File: src/design/cpu_int_sel_pkg.sv
`default_nettype none
package cpu_int_sel_pkg;

  // ****************************************************************
  // Register map and bus carriers
  // ****************************************************************
  localparam logic [31:0] ADDR_SELECT_HIGH = 32'h019C_0000; // Lines 10 to 15
  localparam logic [31:0] ADDR_SELECT_LOW = 32'h019C_0004;  // Lines 4 to 9
  localparam logic [31:0] ADDR_EVENT_STATUS = 32'h019C_0008; // Sticky events, write one clears
  localparam logic [31:0] ADDR_EVENT_MASK = 32'h019C_000C;  // Enables onto irq_out

  // Classic Wishbone request from the master
  typedef struct packed {
    logic cyc;
    logic stb;
    logic we;
    logic [31:0] adr;
    logic [31:0] dat;
    logic [3:0] sel;
  } wb_req_t;

  // Classic Wishbone answer from this slave
  typedef struct packed {
    logic ack;
    logic [31:0] dat;
  } wb_rsp_t;

  // ****************************************************************
  // Selector field layout and reset values
  // ****************************************************************
  localparam int FIELDS_PER_REG = 6;     // Selector fields in one register
  localparam int CODE_W = 5;             // Width of one selector code
  localparam int FIRST_MASKABLE = 4;     // Lowest programmable CPU line
  localparam int NUM_CPU_LINES = 16;     // Lines presented to the core
  localparam int NUM_CODES = 32;         // Source slots addressed by a code
  localparam logic [31:0] SELECT_WRITABLE = 32'h7FFF_7FFF; // Bits 15 and 31 unused
  localparam logic [31:0] SELECT_LOW_RESET = 32'h2507_18A4;
  localparam logic [31:0] SELECT_HIGH_RESET = 32'h0820_2D43;
  localparam logic [31:0] STATUS_RESET = 32'h0000_0000;
  localparam logic [31:0] MASK_RESET = 32'h0000_0000;
  localparam int STATUS_BITS = 2;        // Implemented status and mask bits
  localparam int EVT_RESERVED_CODE = 0;  // A reserved code was written
  localparam int EVT_SELECT_CHANGED = 1; // A selector register was rewritten

  // ****************************************************************
  // Selector codes: position of each source in the event vector
  // ****************************************************************
  localparam logic [4:0] CODE_HOST_TO_DSP = 5'h00;
  localparam logic [4:0] CODE_TIMER_ZERO = 5'h01;
  localparam logic [4:0] CODE_TIMER_ONE = 5'h02;
  localparam logic [4:0] CODE_SDRAM_TIMER_A = 5'h03;
  localparam logic [4:0] CODE_PIN_EVENT_FOUR = 5'h04; // 05..07 follow for pins five to seven
  localparam logic [4:0] CODE_DMA_COMPLETION = 5'h08;
  localparam logic [4:0] CODE_EMULATION_TRANSFER = 5'h09;
  localparam logic [4:0] CODE_DEBUG_RECEIVE = 5'h0A;
  localparam logic [4:0] CODE_DEBUG_TRANSMIT = 5'h0B;
  localparam logic [4:0] CODE_SERIAL0_TX = 5'h0C;
  localparam logic [4:0] CODE_SERIAL0_RX = 5'h0D;
  localparam logic [4:0] CODE_SERIAL1_TX = 5'h0E;
  localparam logic [4:0] CODE_SERIAL1_RX = 5'h0F;
  localparam logic [4:0] CODE_PIN_EVENT_ZERO = 5'h10;
  localparam logic [4:0] CODE_SERIAL2_TX = 5'h11;
  localparam logic [4:0] CODE_SERIAL2_RX = 5'h12;
  localparam logic [4:0] CODE_TIMER_TWO = 5'h13;
  localparam logic [4:0] CODE_SDRAM_TIMER_B = 5'h14;
  localparam logic [4:0] CODE_CELL_INTERFACE = 5'h17;
  localparam logic [4:0] CODE_VITERBI_UNIT = 5'h1E;
  localparam logic [4:0] CODE_TURBO_UNIT = 5'h1F;
  // One bit per code: set where the code names a real source
  localparam logic [31:0] CODE_VALID_MAP = 32'hC09F_FFFF;

endpackage
`default_nettype wire

File: src/design/cpu_interrupt_selector.sv
// Register access over Wishbone was left to the implementer.
`default_nettype none

module cpu_interrupt_selector (
  // Clock and reset
  input wire logic clock_in,
  input wire logic rst_in,
  // Register bus
  input wire cpu_int_sel_pkg::wb_req_t wb_req_in,
  output var cpu_int_sel_pkg::wb_rsp_t wb_rsp_out,
  // Event sources
  input wire logic reset_event_in,
  input wire logic nmi_event_in,
  input wire logic [31:0] source_events_in,
  // Core side
  output logic [15:0] cpu_int_out,
  output logic irq_out
);
  import cpu_int_sel_pkg::*;

  // ****************************************************************
  // Decoding helpers
  // ****************************************************************

  // Lowest bit of selector field k inside its register
  function automatic int field_lsb(input int k);
    field_lsb = (k < 3) ? (k * CODE_W) : (k * CODE_W + 1);
  endfunction

  // Selector code for CPU line n, taken from the right register
  function automatic logic [4:0] line_code(input int n, input logic [31:0] low,
                                           input logic [31:0] high);
    logic [31:0] src;
    int k;
    src = (n < FIRST_MASKABLE + FIELDS_PER_REG) ? low : high;
    k = (n - FIRST_MASKABLE) % FIELDS_PER_REG;
    line_code = src[field_lsb(k) +: CODE_W];
  endfunction

  // True when any field of a written word carries a reserved code
  function automatic logic has_reserved(input logic [31:0] word);
    logic bad;
    bad = 1'b0;
    for (int k = 0; k < FIELDS_PER_REG; k++) begin
      bad = bad | ~CODE_VALID_MAP[word[field_lsb(k) +: CODE_W]];
    end
    has_reserved = bad;
  endfunction

  // Byte-lane merge of a write into an old value
  function automatic logic [31:0] lane_merge(input logic [31:0] old, input logic [31:0] wdat,
                                             input logic [3:0] sel);
    logic [31:0] res;
    res = old;
    for (int b = 0; b < 4; b++) begin
      if (sel[b]) begin
        res[b*8 +: 8] = wdat[b*8 +: 8];
      end
    end
    lane_merge = res;
  endfunction

  // ****************************************************************
  // Register state
  // ****************************************************************
  logic [31:0] select_high_r;   // Sources of lines 10 to 15
  logic [31:0] select_low_r;    // Sources of lines 4 to 9
  logic [STATUS_BITS-1:0] status_r; // Sticky block events
  logic [STATUS_BITS-1:0] status_nxt;
  logic [STATUS_BITS-1:0] mask_r;   // Interrupt enables, same layout
  logic ack_r;                  // Bus answer, one cycle
  logic [31:0] rdat_r;          // Read data captured with ack
  logic [15:0] cpu_int_r;       // Registered lines to the core
  logic irq_r;                  // Registered block interrupt
  logic [31:0] rdat_nxt;
  logic [15:0] cpu_int_nxt;
  logic req_live;               // Request present on the bus
  logic wr_fire;                // Write commits at this edge
  logic [31:0] merged;          // Write data after byte lanes
  logic [STATUS_BITS-1:0] evt_set;

  assign req_live = wb_req_in.cyc & wb_req_in.stb;
  // Write lands only on the edge where the master sees ack
  assign wr_fire = req_live & wb_req_in.we & ack_r;

  // ****************************************************************
  // Bus slave: ack and read data
  // ****************************************************************

  // Read mux; unmapped addresses read zero and are still acked
  always_comb begin
    rdat_nxt = 32'h0000_0000;
    unique case (wb_req_in.adr)
      ADDR_SELECT_HIGH: rdat_nxt = select_high_r;
      ADDR_SELECT_LOW: rdat_nxt = select_low_r;
      ADDR_EVENT_STATUS: rdat_nxt[STATUS_BITS-1:0] = status_r;
      ADDR_EVENT_MASK: rdat_nxt[STATUS_BITS-1:0] = mask_r;
      default: rdat_nxt = 32'h0000_0000;
    endcase
  end

  // Ack one cycle after the request, dropped the cycle after
  always_ff @(posedge clock_in or posedge rst_in) begin
    if (rst_in) begin
      ack_r <= 1'b0;
      rdat_r <= 32'h0000_0000;
    end else begin
      ack_r <= req_live & ~ack_r;
      if (req_live && !ack_r) begin
        rdat_r <= rdat_nxt;
      end
    end
  end

  assign wb_rsp_out.ack = ack_r;
  assign wb_rsp_out.dat = rdat_r;

  // ****************************************************************
  // Selector registers
  // ****************************************************************
  assign merged = lane_merge(wb_req_in.adr == ADDR_SELECT_HIGH ? select_high_r : select_low_r,
                             wb_req_in.dat, wb_req_in.sel);

  // Defaults route each maskable line to its reset-time source
  always_ff @(posedge clock_in or posedge rst_in) begin
    if (rst_in) begin
      select_high_r <= SELECT_HIGH_RESET;
      select_low_r <= SELECT_LOW_RESET;
    end else if (wr_fire) begin
      // Unused bits 15 and 31 stay zero whatever is written
      if (wb_req_in.adr == ADDR_SELECT_HIGH) begin
        select_high_r <= merged & SELECT_WRITABLE;
      end
      if (wb_req_in.adr == ADDR_SELECT_LOW) begin
        select_low_r <= merged & SELECT_WRITABLE;
      end
    end
  end

  // ****************************************************************
  // Sticky status, mask and block interrupt
  // ****************************************************************

  // Reserved codes are the writer's fault; flag them, do not refuse them
  always_comb begin
    evt_set = '0;
    if (wr_fire && (wb_req_in.adr == ADDR_SELECT_HIGH ||
                    wb_req_in.adr == ADDR_SELECT_LOW)) begin
      evt_set[EVT_SELECT_CHANGED] = 1'b1;
      evt_set[EVT_RESERVED_CODE] = has_reserved(merged & SELECT_WRITABLE);
    end
  end

  // A new event beats a write-one clear in the same cycle
  always_comb begin
    status_nxt = status_r;
    if (wr_fire && wb_req_in.adr == ADDR_EVENT_STATUS && wb_req_in.sel[0]) begin
      status_nxt = status_r & ~wb_req_in.dat[STATUS_BITS-1:0];
    end
    status_nxt = status_nxt | evt_set;
  end

  // Status and mask registers
  always_ff @(posedge clock_in or posedge rst_in) begin
    if (rst_in) begin
      status_r <= STATUS_RESET[STATUS_BITS-1:0];
      mask_r <= MASK_RESET[STATUS_BITS-1:0];
    end else begin
      status_r <= status_nxt;
      if (wr_fire && wb_req_in.adr == ADDR_EVENT_MASK && wb_req_in.sel[0]) begin
        mask_r <= wb_req_in.dat[STATUS_BITS-1:0];
      end
    end
  end

  // Level output, one register stage behind status
  always_ff @(posedge clock_in or posedge rst_in) begin
    if (rst_in) begin
      irq_r <= 1'b0;
    end else begin
      irq_r <= |(status_r & mask_r);
    end
  end

  assign irq_out = irq_r;

  // ****************************************************************
  // Routing to the core
  // ****************************************************************

  // Fixed lines; reserved lines are held low
  always_comb begin
    cpu_int_nxt = '0;
    cpu_int_nxt[0] = reset_event_in;
    cpu_int_nxt[1] = nmi_event_in;
  end

  // Each maskable line follows the event its field names
  generate
    for (genvar n = FIRST_MASKABLE; n < NUM_CPU_LINES; n++) begin : g_route
      logic [4:0] code;
      assign code = line_code(n, select_low_r, select_high_r);
      // Reserved codes select nothing rather than a stray input
      always_ff @(posedge clock_in or posedge rst_in) begin
        if (rst_in) begin
          cpu_int_r[n] <= 1'b0;
        end else begin
          cpu_int_r[n] <= source_events_in[code] & CODE_VALID_MAP[code];
        end
      end
    end
  endgenerate

  // Fixed lines registered too, so every core input has equal latency
  always_ff @(posedge clock_in or posedge rst_in) begin
    if (rst_in) begin
      cpu_int_r[FIRST_MASKABLE-1:0] <= '0;
    end else begin
      cpu_int_r[FIRST_MASKABLE-1:0] <= cpu_int_nxt[FIRST_MASKABLE-1:0];
    end
  end

  assign cpu_int_out = cpu_int_r;

  logic first_r; // High only for the first edge after reset release
  always_ff @(posedge clock_in or posedge rst_in) begin
    if (rst_in) begin
      first_r <= 1'b1;
    end else begin
      first_r <= 1'b0;
    end
  end
endmodule
`default_nettype wire

File: config.mk
export PLATFORM = sky130hd
export DESIGN_NAME = cpu_interrupt_selector
export DESIGN_NICKNAME = d
export VERILOG_FILES = /design/src/design/cpu_int_sel_pkg.sv /design/src/design/cpu_interrupt_selector.sv
export SDC_FILE = /design/constraint.sdc
export NUM_CORES = 1
export LEC_CHECK = 0
export BUFFER_PORTS_ARGS = -buffer_cell sky130_fd_sc_hd__clkbuf_2
export CAP_MARGIN = 20
export CORE_MARGIN = 3
export CORE_UTILIZATION = 57
export DETAILED_ROUTE_END_ITERATION = 12
export PLACE_DENSITY = 0.85
export SETUP_SLACK_MARGIN = 0.3
export SYNTH_ARGS = -nofsm -noshare
export SYNTH_HDL_FRONTEND = slang
export SYNTH_SLANG_ARGS = --single-unit
export TNS_END_PERCENT = 5
File: constraint.sdc
create_clock -name clock_in -period 3.93 [get_ports clock_in]
set_clock_uncertainty 0.05 [all_clocks]
set_input_delay 0.5895 -clock clock_in [delete_from_list [all_inputs] [get_ports clock_in]]
set_output_delay 0.5895 -clock clock_in [all_outputs]
set_load 0.01 [all_outputs]
* Word level (Yosys, flattened, before mapping) *
Memories as Yosys holds them, arrays and structs flattened.
Index checks and enable logic that the tools add are counted.
Widths: inputs -> output; s select.

storage, ports and cells
  bits in registers = 112
  bits in read-only memories = 576
  bits of input ports = 107
  memories kept = 18
  word-level logic and storage cells = 154

memories
  memory            words  width  read ports  clocked after memory_dff  wr ports  RTL line                       RTL
  (name not given)  32     1      1           0                         0         cpu_interrupt_selector.sv:208  cpu_int_r[n] <= source_events_in[code] & CODE_VALID_MAP[code];
  (name not given)  32     1      1           0                         0         cpu_interrupt_selector.sv:208
  (name not given)  32     1      1           0                         0         cpu_interrupt_selector.sv:208
  (name not given)  32     1      1           0                         0         cpu_interrupt_selector.sv:208
  (name not given)  32     1      1           0                         0         cpu_interrupt_selector.sv:208
  (name not given)  32     1      1           0                         0         cpu_interrupt_selector.sv:208
  +12 memories      n/a    n/a    n/a         n/a                       n/a       n/a

cells by class
  eq/ne operators = 4
  reduce and logical (&&, ||, !) cells = 11
  muxes and demuxes = 51
  order comparisons = 18
  bitwise operators = 32

operators by type and width
  cell                  count
  $eq 32x25->1 const B  4
  $lt 5x6->1 const B    18
  $bmux 1 s5            12
  $pmux 29 s2           1
  $mux 31               1
  $mux 1                30
  $and 1x1->1           16
  $mux 8                2
  $mux 7                2
  $pmux 2 s4            1
  $not 1->1             7
  $logic_and 1x1->1     6
  $or 1x1->1            5
  $and 2x2->2           2
  $mux 2                2
  $reduce_and 2->1      2
  $not 2->2             1
  $or 2x2->2            1
  $reduce_or 2->1       1
  $logic_not 1->1       1
  $logic_or 1x1->1      1

* Depth between registers and ports, before layout *
  word-level depth = 13
  mapped depth = 11

* Least setup slack after synthesis *
Ideal clock, no wire load.

  path type = input to register
  start = in wb_req_in[36] in the netlist's numbering
  end = reg status_r[0]
  slack = 625 ps
  path buffers = 1
  data arrival time = 3,126 ps
  setup time = 129 ps
  cell stages on the path = 10
  cell sequence = nor4_1 nand4_1 nor4_4 buf_2 mux2_2 mux2i_1 a21boi_0 o221ai_1 a211oi_1 a21oi_1

on the way
  word-level cells in the longest chain between the ends = 13
  elaborated cells between the ends (all ways) = 38
  classes of those cells = 3 x eq/ne; 13 x mux; 12 x bitwise; 4 x reduce/logical; 6 x memory

RTL lines
  what                                     RTL line                                                      RTL
  start, declared                          cpu_interrupt_selector.sv:9                                   input wire cpu_int_sel_pkg::wb_req_t wb_req_in,
  $eq 32x25->1                             cpu_interrupt_selector.sv:121, cpu_interrupt_selector.sv:147
  $mux 31                                  cpu_interrupt_selector.sv:121                                 assign merged = lane_merge(wb_req_in.adr == ADDR_SELECT_HIGH ? select_high_r : select_low_r,
  $mux 8 / $mux 7 (equally long branches)  cpu_interrupt_selector.sv:56                                  if (sel[b]) begin
  $mem_v2 32x1                             n/a
  $mux 1 (implied by the code)             cpu_interrupt_selector.sv:45                                  bad = bad | ~CODE_VALID_MAP[word[field_lsb(k) +: CODE_W]];
  $not 1->1                                cpu_interrupt_selector.sv:45
  $or 1x1->1 (5 in series)                 cpu_interrupt_selector.sv:45
  $mux 2                                   cpu_interrupt_selector.sv:147                                 if (wr_fire && (wb_req_in.adr == ADDR_SELECT_HIGH ||
  $or 2x2->2 (*)                           cpu_interrupt_selector.sv:160                                 status_nxt = status_nxt | evt_set;
  net status_nxt[0]                        cpu_interrupt_selector.sv:69                                  logic [STATUS_BITS-1:0] status_nxt;
  end signal, assigned                     cpu_interrupt_selector.sv:166                                 status_r <= STATUS_RESET[STATUS_BITS-1:0];
  end signal, assigned                     cpu_interrupt_selector.sv:169                                 status_r <= status_nxt;
  end, declared                            cpu_interrupt_selector.sv:68                                  logic [STATUS_BITS-1:0] status_r;

Mark *: on every way through the listed nets, which the timed path passes. The rest lies on a longest branch. The select of a mux whose other input is x is not followed.
A chain may end at the register's enable or synchronous reset.

* Final worst setup path *
Same ends and word-level chain as after synthesis.

==> run metrics <==
Die Height=around 130 um; Post-synth EDFFs=0; all-layer global routing usage=approximately 32%; crit-path cells=clkbuf_2, nor4_1, nand4_1, nor4_4, buf_12, mux2_2, mux2i_1, or4b_1, a31oi_1, a211oi_1, a21oi_1; reg2reg start=select_high_r[11]$_DFFE_PP1P_; WL/cell=roughly 24 um; Achievable Freq=283 MHz; CP required=4.15 ns; CP endpoint=status_r[0]$_DFF_PP0_; TritonCTS Buffers=9; H-tree depth=3; Final #Nets=about 990; DRC viols=0; initial antenna violation count=0; largest net degree at the start of global routing=61; IO Pins=roughly 160; kind of critical path=primary input to flop; final core occ=65.7%; maximum clock path buffer count=2; Synth-to-Final Area Change=12.3%; Synth Area in Simple Gates=10.9%; final setup fails=0; unrepaired setup endpoints after global routing=no; xor and xnor fraction of the mapped netlist area=0%; Via density=7.14; distinct cell type count after synthesis=between 40 and 50; first-pass GRT wire length=a little over 40 mm; post-synthesis adder-cell area fraction=0%; Main synth FF type=dfrtp_1; DR iter-0 viols=between 1000 and 1500; die area=~17000 um^2; CTS clk-pin slew, worst paths=about 0.070 ns; crit-path max FO=30; Final Hold Viols=0; Worst-Margin Slew=0.758 ns; Post-Syn Instances=between 800 and 900; Async SR Flop Fraction=100%; R2R cell count=6; status=complete, no violations; fin crit period=~3.5 ns; Mean Syn Cell Area=10.6 um^2; Max transition margin=49.5%; multiplexer area fraction after synthesis=a little over a third; CTS tree=yes; Synth area leader=mux4_2; Yosys reg bits=110; hpwl dp=17.6 mm; Cell Area, Synth=~8600 um^2; Skew-Pair Late Insertion Delay=roughly 0.36 ns; Area contributors post-synth=mux4_2 (32%), dfrtp_1 (26%), o21ai_0 (6.3%); compound-gate portion of the synthesized area=roughly 15%; leading cell type in the layout, fill and taps excluded=clkbuf_2; reg-to-reg endpoint=status_r[0]$_DFF_PP0_; Die X=between 100 and 150 um; top cell type's share of synthesized area=around a third; Placement Rows=between 40 and 50; CP endpoint kind=flop; Worst Path Arrival=3.76 ns; vias in the first global route=~7500; CTS root buf=clkbuf_16; CTS Sinks=110; max cap viols=0; Routability Congestion=0.887; Pwr Density=roughly 280 nW/um^2; ANT cells=0; worst reg-to-reg setup slack=about 1.4 ns; DR vias=between 7000 and 8000; leakage=roughly 3.6 nW; antenna-violating nets left=0; Synth Warn #=0; Final period util=approximately nine tenths; Max VDD drop=approximately 0.19 mV; sequential area share after synthesis=32.4%; total global routing overflow=0; Worst Setup SP=wb_req_in[36]; post-CTS sizing=0; final setup TNS=0 ns; Slowest-stage cell, CP=or4b_1; max incr delay on CP=about 0.48 ns; Starting Density=58.5%; Final Max Tran Viols=0; layout cells sized above 1=39.8%; Worst Hold Class=primary input to flop; hold_buf cts=0; largest family of logic cells by synthesized area=multiplexers; startpoint types=primary input; most frequent cells in the layout=clkbuf_2 (150), mux4_2 (122), o21ai_0 (108); Post-CTS Repair Setup Buffers=0; Core ar.=between 10000 and 15000 um^2; Port Buffer Count=150; DRT Pass-1 Iters=6; WL final=25.8 mm
cell type report:
cell class                 count  area, um^2
sequential                   110        2780
timing repair buffer         164         881
tap                          184         230
multi-input combinational    573        5310
clock buffer                  12         256
clock inverter                 4        76.3
inverter                      22        85.1
fill                        1100        5020
Yosys cell counts, drive strengths merged, types with 5 or more instances:
library cell    n
a21oi          36
a22oi          22
a31o            6
a31oi          12
buf            34
clkbuf         71
dfrtp          90
dfstp          20
inv            22
mux2           16
mux2i          16
mux4          122
nand2          93
nand3          18
nand4           6
nor2           48
nor4           11
o211ai          8
o21a           17
o21ai         108
or4b            5
layer usage:
| layer | global-route usage (%) | up-vias | share of wire [%] |
|---|---|---|---|
| met5 | 0 | - | 0 |
| met4 | 16.8 | 0 | 5.3 |
| met3 | 9.13 | 137 | 13 |
| met2 | 49.2 | 623 | 47 |
| met1 | 41.9 | 3656 | 34 |
| li1 | - | 3215 | - |
power breakdown:
| group | switching (mW) | internal, mW | total [mW] | leakage, nW |
|---|---|---|---|---|
| registers | 0.0259 | 1.18 | 1.21 | 1.37 |
| clock network | 0.424 | 0.596 | 1.02 | 0.159 |
| logic | 0.261 | 0.200 | 0.461 | 2.07 |
| total | 0.711 | 1.98 | 2.69 | 3.60 |
registers in the layout (all words and copies together), names as in the netlist:
| register | flops |
|---|---|
| ack_r | 1 |
| cpu_int_out | 14 |
| irq_out | 1 |
| mask_r | 2 |
| rdat_r | 30 |
| select_high_r | 30 |
| select_low_r | 30 |
| status_r | 2 |
stage by stage:
stage               setup WS (ns)  hold slack (ns)  instance area, um^2  total power, mW  cells
finish                      0.397            0.277                 9620             2.69   1069
global route                0.347            0.272                 9620             2.78   1069
CTS                         0.482            0.271                 9620             2.70   1069
detailed placement          0.154            0.459                 9290             1.68   1053
global placement            0.321            0.449                 9290             1.66   1053
floorplan                   0.421            0.418                 8580             1.50    810
worst max-delay path: cells and delay by family:
kind | cells | cell delay [ns]
muxes | 2 | 0.61
AOI/OAI and AO/OA | 3 | 0.69
buffers and inverters | 2 | 0.35
and+or+nand+nor | 4 | 1.49
cell families (layout without fill, tap and decap cells):
logic type | count (synthesis) | count (layout)
and+or+nand+nor | 198 | 198
AOI/OAI and AO/OA | 217 | 217
buffers and inverters | 127 | 202
other | 1 | 4
DFF | 110 | 110
muxes | 154 | 154
how the worst min path moves through the flow:
stage	slack, ns	from	to	depth (start not counted)
after global routing	0.27	reset_event_in	cpu_int_out[0]$_DFF_PP0_	1
after global placement	0.45	status_r[1]$_DFF_PP0_	status_r[1]$_DFF_PP0_	1
after detailed placement	0.46	status_r[1]$_DFF_PP0_	status_r[1]$_DFF_PP0_	1
after floorplan	0.42	status_r[1]$_DFF_PP0_	status_r[1]$_DFF_PP0_	1
after CTS	0.27	reset_event_in	cpu_int_out[0]$_DFF_PP0_	1
final	0.28	reset_event_in	cpu_int_out[0]$_DFF_PP0_	1
Power figures use the tool's default switching activity.
